File: src/logic/edc_pkg.sv
// package for the extended disk command executor: keys, codes, state layout
// assumes 16-bit host registers and a 22-bit word-aligned byte address space
package edc_pkg;

  // ----------------------------------------------------------------------
  // keys, field positions and codes
  // ----------------------------------------------------------------------
  localparam logic [15:0] UNLOCK_KEY = 16'h8001;
  localparam int CSR_ERR = 15;
  localparam int CSR_RDY = 7;
  localparam int CSR_IE = 6;
  localparam logic [2:0] EXT_MARK = 3'h7;
  localparam logic [3:0] FN_SWITCH = 4'h0;
  localparam logic [3:0] FN_FWREAD = 4'h2;
  localparam logic [3:0] FN_FORMAT = 4'h4;
  localparam logic [3:0] FN_BADSECT = 4'h6;
  localparam logic [3:0] FN_PASS_IN = 4'h8;
  localparam logic [3:0] FN_PASS_OUT = 4'ha;
  localparam logic [2:0] STD_GETSTAT = 3'h2;
  localparam int DAR_RST = 3;
  localparam logic [15:0] WORD_STEP = 16'h0002;
  localparam logic [15:0] COUNT_STEP = 16'h0001;
  localparam logic [15:0] CSR_RESET = 16'h0080;
  localparam logic [15:0] INTERLACE_ONE = 16'h0001;
  localparam int FIFO_DEPTH = 8;
  localparam int FIFO_WIDTH = 16;

  // ----------------------------------------------------------------------
  // register select codes on the host write port
  // ----------------------------------------------------------------------
  localparam logic [2:0] SEL_CSR = 3'h0;
  localparam logic [2:0] SEL_BAR = 3'h1;
  localparam logic [2:0] SEL_DAR = 3'h2;
  localparam logic [2:0] SEL_MPR = 3'h3;
  localparam logic [2:0] SEL_BAE = 3'h4;
  localparam logic [2:0] SEL_DADDR = 3'h5;
  localparam logic [2:0] SEL_DCOUNT = 3'h6;
  localparam logic [2:0] SEL_CEXT = 3'h7;

  localparam logic [1:0] OP_FORMAT = 2'h1;
  localparam logic [1:0] OP_BADSECT = 2'h2;

  typedef enum logic [2:0] {
    ST_IDLE,
    ST_DRVOP,
    ST_CMDFETCH,
    ST_DATA,
    ST_STATUS
  } edc_state_e;

  typedef struct packed {
    logic write;
    logic [2:0] sel;
    logic [15:0] data;
  } edc_hostwr_s;

  typedef struct packed {
    edc_state_e st;
    logic [15:0] control_status_reg;
    logic [15:0] bar;
    logic [15:0] disk_address_reg;
    logic [15:0] multipurpose_reg;
    logic [15:0] bae;
    logic [15:0] dataAddr;
    logic [15:0] dataWc;
    logic [15:0] cmdExt;
    logic [15:0] cmdAddr;
    logic [15:0] cmdWc;
    logic [15:0] dataLeft;
    logic [15:0] rxLeft;
    logic dirOut;
    logic [3:0] lock;
    logic [3:0] volChk;
    logic [3:0] fwNext;
    logic fwChain;
    logic memReq;
    logic memWe;
    logic [21:0] memAddr;
    logic [15:0] memWdata;
    logic txValid;
    logic txCmd;
    logic [15:0] txData;
    logic rxHoldV;
    logic [15:0] rxHoldD;
    logic rxReady;
    logic scsiStart;
    logic drvReq;
    logic [1:0] drvOp;
    logic [15:0] drvParam;
    logic stdStrobe;
    logic irq;
  } edc_state_s;

endpackage : edc_pkg

File: src/logic/edc_fifo.sv
// synchronous fifo with valid/ready on both sides
// assumes one clock, synchronous active-high reset, depth a power of two
module edc_fifo #(
  parameter int WIDTH = 16,
  parameter int DEPTH = 8
) (
  // clock and reset
  input wire logic clk,
  input wire logic rst,
  // fill side
  input wire logic inValid,
  output logic inReady,
  input wire logic [WIDTH-1:0] inData,
  // drain side
  output logic outValid,
  input wire logic outReady,
  output logic [WIDTH-1:0] outData
);

  localparam int AW = $clog2(DEPTH);

  logic [WIDTH-1:0] mem [DEPTH];
  logic [AW-1:0] wrPtr;
  logic [AW-1:0] rdPtr;
  logic [AW:0] count;
  logic push;
  logic pop;

  assign inReady = (count != (AW+1)'(DEPTH));
  assign outValid = (count != '0);
  assign outData = mem[rdPtr];
  assign push = inValid && inReady;
  assign pop = outValid && outReady;

  always_ff @(posedge clk)
  begin
    if (rst)
    begin
      wrPtr <= '0;
      rdPtr <= '0;
      count <= '0;
    end
    else
    begin
      if (push)
      begin
        mem[wrPtr] <= inData;
        wrPtr <= wrPtr + AW'(1);
      end
      if (pop)
        rdPtr <= rdPtr + AW'(1);
      if (push && !pop)
        count <= count + (AW+1)'(1);
      else if (pop && !push)
        count <= count - (AW+1)'(1);
    end
  end

endmodule : edc_fifo

File: src/logic/edc_executor.sv
// extended command executor: host registers, command decode, drive ops, passthrough
// assumes host writes one register per strobe and memory answers one request at a time
// Functional notes
// - unlock key in bus address enables extended
// - extended: csr bits 13..11 set, code 3..0
// - reset bit plus get-status clears volume check
// - completion sets ready, interrupts when enabled
// - code 0 copies multipurpose into lock switches
// - lock bit zero permits writes, one blocks
// - code 2 reads addressed firmware register
// - back-to-back reads step firmware address
// - code 4 formats, zero interlace means 1:1
// - code 6 writes empty bad-sector file
// - passthrough sends packet, inbound data by dma
// - zero data count means no data transfer
// - success: error clear, status, next address
// - outbound passthrough reads data from memory
// - reserved codes only set ready, interrupt
module edc_executor
  import edc_pkg::*;
(
  // clock and reset
  input wire logic clk,
  input wire logic rst,
  // host register writes
  input wire edc_pkg::edc_hostwr_s hostWr,
  // register view
  output logic [15:0] csrOut,
  output logic [15:0] barOut,
  output logic [15:0] darOut,
  output logic [15:0] mprOut,
  output logic stdCmdStrobe,
  output logic irqPulse,
  // drive control
  input wire logic [3:0] volCheckSet,
  input wire logic [15:0] cfgWord,
  output logic [3:0] writeLock,
  output logic [3:0] writeEnable,
  output logic [3:0] volCheck,
  output logic drvOpReq,
  output logic [1:0] drvOpCode,
  output logic [1:0] drvSel,
  output logic [15:0] drvOpParam,
  input wire logic drvOpDone,
  // memory dma
  output logic memReq,
  output logic memWe,
  output logic [21:0] memAddr,
  output logic [15:0] memWdata,
  input wire logic memAck,
  input wire logic [15:0] memRdata,
  // scsi stream
  output logic scsiStart,
  output logic scsiDirOut,
  output logic txValid,
  output logic txCmd,
  output logic [15:0] txData,
  input wire logic txReady,
  input wire logic rxValid,
  output logic rxReady,
  input wire logic [15:0] rxData,
  input wire logic scsiDone,
  input wire logic [15:0] scsiStatus
);

  import edc_pkg::*;

  edc_state_s r;
  edc_state_s n;
  logic fifoInValid;
  logic fifoInReady;
  logic [15:0] fifoInData;
  logic fifoOutValid;
  logic fifoOutReady;
  logic [15:0] fifoOutData;
  logic csrWrite;
  logic extCmd;
  logic [3:0] fn;
  logic [3:0] fwAddr;
  logic [15:0] fwValue;

  // ----------------------------------------------------------------------
  // data buffer
  // ----------------------------------------------------------------------
  edc_fifo #(.WIDTH(FIFO_WIDTH), .DEPTH(FIFO_DEPTH)) u_fifo (
    .clk(clk),
    .rst(rst),
    .inValid(fifoInValid),
    .inReady(fifoInReady),
    .inData(fifoInData),
    .outValid(fifoOutValid),
    .outReady(fifoOutReady),
    .outData(fifoOutData)
  );

  // ----------------------------------------------------------------------
  // next state
  // ----------------------------------------------------------------------
  always_comb
  begin
    n = r;
    n.stdStrobe = 1'b0;
    n.irq = 1'b0;
    n.drvReq = 1'b0;
    n.scsiStart = 1'b0;
    fifoInValid = 1'b0;
    fifoInData = memRdata;
    fifoOutReady = 1'b0;
    csrWrite = hostWr.write && hostWr.sel == SEL_CSR && r.st == ST_IDLE;
    extCmd = r.bar == UNLOCK_KEY && hostWr.data[13:11] == EXT_MARK;
    fn = hostWr.data[3:0];
    fwAddr = r.fwChain ? r.fwNext : r.multipurpose_reg[3:0];
    case (fwAddr)
      4'h0: fwValue = {12'h000, r.lock};
      4'h1: fwValue = {12'h000, r.volChk};
      4'h2: fwValue = cfgWord;
      default: fwValue = 16'h0000;
    endcase
    // volume check: set wins over clear
    if (csrWrite && !extCmd && hostWr.data[3:1] == STD_GETSTAT && r.disk_address_reg[DAR_RST])
      n.volChk[hostWr.data[9:8]] = 1'b0;
    n.volChk = n.volChk | volCheckSet;
    if (r.txValid && txReady)
      n.txValid = 1'b0;
    if (memAck)
      n.memReq = 1'b0;
    // host register writes, taken only while idle
    if (hostWr.write && r.st == ST_IDLE)
    begin
      if (hostWr.sel == SEL_BAR)
        n.bar = hostWr.data;
      else if (hostWr.sel == SEL_DAR)
        n.disk_address_reg = hostWr.data;
      else if (hostWr.sel == SEL_MPR)
      begin
        n.multipurpose_reg = hostWr.data;
        n.fwChain = 1'b0;
      end
      else if (hostWr.sel == SEL_BAE)
        n.bae = hostWr.data;
      else if (hostWr.sel == SEL_DADDR)
        n.dataAddr = hostWr.data;
      else if (hostWr.sel == SEL_DCOUNT)
        n.dataWc = hostWr.data;
      else if (hostWr.sel == SEL_CEXT)
        n.cmdExt = hostWr.data;
    end
    if (csrWrite)
    begin
      n.control_status_reg = {1'b0, hostWr.data[14:8], 1'b0, hostWr.data[6:0]};
      if (!extCmd)
      begin
        n.stdStrobe = 1'b1;
        n.fwChain = 1'b0;
      end
      else if (fn == FN_SWITCH)
      begin
        n.lock = r.multipurpose_reg[3:0];
        n.control_status_reg[CSR_RDY] = 1'b1;
        n.irq = hostWr.data[CSR_IE];
        n.fwChain = 1'b0;
      end
      else if (fn == FN_FWREAD)
      begin
        n.multipurpose_reg = fwValue;
        n.fwNext = fwAddr + 4'h1;
        n.fwChain = 1'b1;
        n.control_status_reg[CSR_RDY] = 1'b1;
        n.irq = hostWr.data[CSR_IE];
      end
      else if (fn == FN_FORMAT || fn == FN_BADSECT)
      begin
        n.drvReq = 1'b1;
        n.drvOp = (fn == FN_FORMAT) ? OP_FORMAT : OP_BADSECT;
        if (fn == FN_FORMAT && r.multipurpose_reg == 16'h0000)
          n.drvParam = INTERLACE_ONE;
        else
          n.drvParam = r.multipurpose_reg;
        n.st = ST_DRVOP;
        n.fwChain = 1'b0;
      end
      else if (fn == FN_PASS_IN || fn == FN_PASS_OUT)
      begin
        n.dirOut = (fn == FN_PASS_OUT);
        n.cmdAddr = r.disk_address_reg;
        n.cmdWc = r.multipurpose_reg;
        n.scsiStart = 1'b1;
        n.st = ST_CMDFETCH;
        n.fwChain = 1'b0;
      end
      else
      begin
        n.control_status_reg[CSR_RDY] = 1'b1;
        n.irq = hostWr.data[CSR_IE];
        n.fwChain = 1'b0;
      end
    end
    case (r.st)
      ST_DRVOP:
      begin
        if (drvOpDone)
        begin
          n.control_status_reg[CSR_RDY] = 1'b1;
          n.irq = r.control_status_reg[CSR_IE];
          n.st = ST_IDLE;
        end
      end
      ST_CMDFETCH:
      begin
        if (memAck)
        begin
          n.txValid = 1'b1;
          n.txCmd = 1'b1;
          n.txData = memRdata;
          n.cmdWc = r.cmdWc + COUNT_STEP;
          n.cmdAddr = r.cmdAddr + WORD_STEP;
        end
        else if (!r.memReq && !r.txValid && r.cmdWc != 16'h0000)
        begin
          n.memReq = 1'b1;
          n.memWe = 1'b0;
          n.memAddr = {r.cmdExt[5:0], r.cmdAddr};
        end
        else if (!r.memReq && !r.txValid)
        begin
          n.dataLeft = r.dataWc;
          n.rxLeft = r.dataWc;
          n.st = (r.dataWc == 16'h0000) ? ST_STATUS : ST_DATA;
        end
      end
      ST_DATA:
      begin
        if (r.dirOut)
        begin
          // memory to buffer to scsi
          if (memAck)
          begin
            fifoInValid = 1'b1;
            n.dataLeft = r.dataLeft + COUNT_STEP;
            n.dataAddr = r.dataAddr + WORD_STEP;
          end
          else if (!r.memReq && fifoInReady && r.dataLeft != 16'h0000)
          begin
            n.memReq = 1'b1;
            n.memWe = 1'b0;
            n.memAddr = {r.bae[5:0], r.dataAddr};
          end
          fifoOutReady = !r.txValid || txReady;
          if (fifoOutValid && fifoOutReady)
          begin
            n.txValid = 1'b1;
            n.txCmd = 1'b0;
            n.txData = fifoOutData;
          end
          if (r.dataLeft == 16'h0000 && !r.memReq && !fifoOutValid && !r.txValid)
            n.st = ST_STATUS;
        end
        else
        begin
          // scsi to buffer to memory
          fifoInValid = r.rxHoldV;
          fifoInData = r.rxHoldD;
          if (r.rxHoldV && fifoInReady)
            n.rxHoldV = 1'b0;
          if (r.rxReady && rxValid)
          begin
            n.rxHoldV = 1'b1;
            n.rxHoldD = rxData;
            n.rxLeft = r.rxLeft + COUNT_STEP;
          end
          if (memAck)
          begin
            n.dataLeft = r.dataLeft + COUNT_STEP;
            n.dataAddr = r.dataAddr + WORD_STEP;
          end
          else if (!r.memReq && fifoOutValid)
          begin
            fifoOutReady = 1'b1;
            n.memReq = 1'b1;
            n.memWe = 1'b1;
            n.memAddr = {r.bae[5:0], r.dataAddr};
            n.memWdata = fifoOutData;
          end
          if (r.dataLeft == 16'h0000 && !r.memReq)
            n.st = ST_STATUS;
        end
      end
      ST_STATUS:
      begin
        if (scsiDone)
        begin
          n.disk_address_reg = scsiStatus;
          n.bar = r.dataAddr;
          n.control_status_reg[CSR_ERR] = (scsiStatus != 16'h0000);
          n.control_status_reg[CSR_RDY] = 1'b1;
          n.irq = r.control_status_reg[CSR_IE];
          n.st = ST_IDLE;
        end
      end
      default:
      begin
      end
    endcase
    n.rxReady = n.st == ST_DATA && !n.dirOut && n.rxLeft != 16'h0000 && !n.rxHoldV;
  end

  // ----------------------------------------------------------------------
  // state register
  // ----------------------------------------------------------------------
  always_ff @(posedge clk)
  begin
    if (rst)
    begin
      r <= '0;
      r.st <= ST_IDLE;
      r.control_status_reg <= CSR_RESET;
    end
    else
      r <= n;
  end

  // ----------------------------------------------------------------------
  // outputs
  // ----------------------------------------------------------------------
  assign csrOut = r.control_status_reg;
  assign barOut = r.bar;
  assign darOut = r.disk_address_reg;
  assign mprOut = r.multipurpose_reg;
  assign stdCmdStrobe = r.stdStrobe;
  assign irqPulse = r.irq;
  assign writeLock = r.lock;
  assign writeEnable = ~r.lock;
  assign volCheck = r.volChk;
  assign drvOpReq = r.drvReq;
  assign drvOpCode = r.drvOp;
  assign drvSel = r.control_status_reg[9:8];
  assign drvOpParam = r.drvParam;
  assign memReq = r.memReq;
  assign memWe = r.memWe;
  assign memAddr = r.memAddr;
  assign memWdata = r.memWdata;
  assign scsiStart = r.scsiStart;
  assign scsiDirOut = r.dirOut;
  assign txValid = r.txValid;
  assign txCmd = r.txCmd;
  assign txData = r.txData;
  assign rxReady = r.rxReady;
endmodule : edc_executor

File: config.mk
export PLATFORM = sky130hd
export DESIGN_NAME = edc_executor
export DESIGN_NICKNAME = d
export VERILOG_FILES = /design/src/logic/edc_pkg.sv /design/src/logic/edc_fifo.sv /design/src/logic/edc_executor.sv
export SDC_FILE = /design/constraint.sdc
export NUM_CORES = 1
export LEC_CHECK = 0
export BUFFER_PORTS_ARGS = -buffer_cell sky130_fd_sc_hd__buf_2
export CAP_MARGIN = 20
export CORE_MARGIN = 5
export CORE_UTILIZATION = 55
export DETAILED_ROUTE_END_ITERATION = 8
export PLACE_DENSITY = 0.73
export SKIP_CTS_REPAIR_TIMING = 1
export SLEW_MARGIN = 15
export SYNTH_ARGS = -nofsm -noshare
export SYNTH_HDL_FRONTEND = slang
export SYNTH_SLANG_ARGS = --single-unit
File: constraint.sdc
create_clock -name clk -period 10.72 [get_ports clk]
set_clock_uncertainty 0.05 [all_clocks]
set_input_delay 2.144 -clock clk [delete_from_list [all_inputs] [get_ports clk]]
set_output_delay 2.144 -clock clk [all_outputs]
set_load 0.01 [all_outputs]
==> reports/results.txt <==
outcome: complete, no violations
power density over the cells: 155 mW/mm2
Yosys warning count: 0
post-synth top area cell: dfxtp_1
RSZ-0062 raised after global routing: false
# port buffers: 254
Avg WL per Cell: 21.7 um
DRC: 0
crit path DAT: 4.85 ns
Post-synth top flop: dfxtp_1
async set-reset flop share out of synthesis: 0%
total CTS buffers: 44
share of layout cells above drive strength 1: 20.3%
largest cells by area after synthesis: dfxtp_1 (30%), edfxtp_1 (19%), buf_4 (5.6%), nor2_1 (5.2%), nand2_1 (4.1%)
Root Driver: clkbuf_16
filler cell count: 2950
FF+latch count, synth: 428
Startpoint Class: input pin
Synth Instances: 2048
Chip Width: 200 um
Max Transition Viols Final: 0
Mapped Avg Cell Area: 9.66 um2
Post-synth EDFFs: 128
grt ovf: 0
clock latency on the worst-skew pair: 0.57 ns
post-DR vias/cell: 6.19
Cell variety after synth: 66
top-level I/O count: 255
CTS tree: yes
Post-Syn Area: 0.0198 mm2
die footprint: 0.0398 mm2
Max Cap Viol: 0
fin crit period: 4.48 ns
initial antenna violation count: 3
Synth-to-Final Area Change: 10.4%
Fmax: 223 MHz
worst vdd ir: 163 uV
Seq/Total Area, Yosys: 49.8%
Starting Density: 55.6%
core box area: 0.0356 mm2
relative slew slack: 21.6%
clock sinks: 428
Layout Utilization: 61.4%
routability cong.: 0.894
Detailed Route WL: 56.3 mm
vias in the first global route: 15299
Worst Setup End Kind: flip-flop
Setup Viol. Count Final: 0
critical path class: in -> reg
DP Wirelength: 38.4 mm
Worst Tran Pin Value: 1.17 ns
number of DRC markers in iteration 0: 1451
CP max FO: 13
Detail Route Antenna Nets: 0
worst min path class: reg -> reg
Setup Total Neg Slack: 0 ns
first-pass GRT wire length: 86.4 mm
total global-route track usage: 27.5%
vias: 16045
# rows: 69
CTS max path bufs: 3
drt pass-1 iters: 7
htree depth: 2
clock transition at the registers of the reported paths: 0.06 ns
Critical Path RT: 11.09 ns
Leak: 8.09 nW
Fin. Hold Viols: 0
Yosys top cell area share: 30.4%
Syn Nets: 2160
Final #Nets: 2207
fin crit share: 41.8%
chip height: 200 um
largest net degree at the start of global routing: 97
==> flip-flops by register name, indices dropped and copies added (netlist names), 2 cells and up, named ones only <==
signal and count:
u_fifo.rdPtr 3, darOut 16, u_fifo.wrPtr 3, mprOut 16
memWdata 16, barOut 16, volCheck 4, txData 16
u_fifo.count 4, drvOpCode 2, r 133, drvOpParam 16
writeLock 4, csrOut 16, memAddr 22, u_fifo.mem 128
==> critical path, stage by stage <==
cell	delay, ns
buf_2	0.23
and4b_1	0.23
nand4_1	0.08
or4_1	0.65
or3_4	0.58
nand2_1	0.43
o21ai_1	0.15
a221oi_1	0.28
nor2_1	0.07
==> cell type report <==
cell class	count	area, um2	area share (%)
flip-flops and latches	428	9850	45.1
multi-input cells	1314	8280	37.9
repair buffers	283	1540	7.07
clock buffers	61	1240	5.67
well taps	461	577	2.64
clock inverters	21	243	1.11
inverters	24	90.1	0.413
diodes	1	2.50	0.0115
==> stage by stage <==
stage,hold slack (ns),total power [W],instances,instance area (um2),worst slack [ns]
after CTS,0.403,0.00340,2585,21700,5.84
after floorplan,0.381,0.00179,2048,19800,5.73
final,0.400,0.00338,2593,21800,6.24
after global placement,0.387,0.00184,2503,20200,5.41
after global routing,0.420,0.00348,2593,21800,6.10
after detailed placement,0.395,0.00184,2503,20200,5.25
==> logic make-up (layout without fill, tap and decap cells) <==
group | after synthesis | after routing | synth area share [%]
multiplexers | 131 | 131 | 8.77
adder cells (fa/ha/maj) | 17 | 17 | 1.11
AND/OR/NAND/NOR | 740 | 740 | 17.5
AO/OA/AOI/OAI | 416 | 416 | 13.7
XOR/XNOR | 10 | 10 | 0.443
buffers and inverters | 306 | 389 | 8.68
other | 0 | 1 | 0
flip-flops | 428 | 428 | 49.8
==> routing by layer <==
metal / vias up / share of wire, % / global-route usage, %
met4: 4 / 3.7 / 10.9
li1: 7362 / - / -
met2: 657 / 48 / 46.5
met3: 121 / 7.2 / 4.30
met1: 7901 / 41 / 35.5
met5: - / 0.060 / 0
==> synthesized netlist by cell type (27+ instances only) <==
cell,instances
buf_4,147
and3_1,38
nor2_1,276
a222oi_1,27
nand3_1,31
a221oi_1,31
a31oi_1,31
nor2b_1,30
clkbuf_1,114
edfxtp_1,128
nor3_1,29
a211oi_1,71
mux2i_1,81
nand2_1,218
a21oi_1,145
o21ai_0,38
dfxtp_1,300
mux4_2,32
==> path summary, 6_finish.rpt <==
kind	startpoint	to	slack, ns	cells past startpoint
worst min-delay path	drvOpParam[10]	drvOpParam[10]	0.40	2
worst max register to register	r[305]	u_fifo.count[3]	6.73	16
worst max-delay path	hostWr[11]	r[146]	6.24	9
worst min register to register	drvOpParam[10]	drvOpParam[10]	0.40	2
==> where the power goes <==
part	leakage, nW	switching, W	internal, W	total, W
clock network	0.724	0.000647	0.000930	0.00158
registers	3.57	0.0000126	0.00168	0.00169
logic	3.79	0.0000783	0.0000390	0.000117
==> layout by cell type, fill, tap and decap left out, types with 26 or more instances in the layout <==
cell	netlist	routed
buf_2	13	253
mux4_2	32	32
nand2_1	218	218
dfxtp_1	300	298
nand3_1	31	30
o21ai_0	38	38
nor2b_1	30	28
a221oi_1	31	31
edfxtp_1	128	128
a211oi_1	71	71
a21oi_1	145	145
clkbuf_16	0	46
a31oi_1	31	31
a222oi_1	27	27
nor3_1	29	26
nor2_1	276	268
and3_1	38	38
mux2i_1	81	81
(Power assumes the default switching activity.)
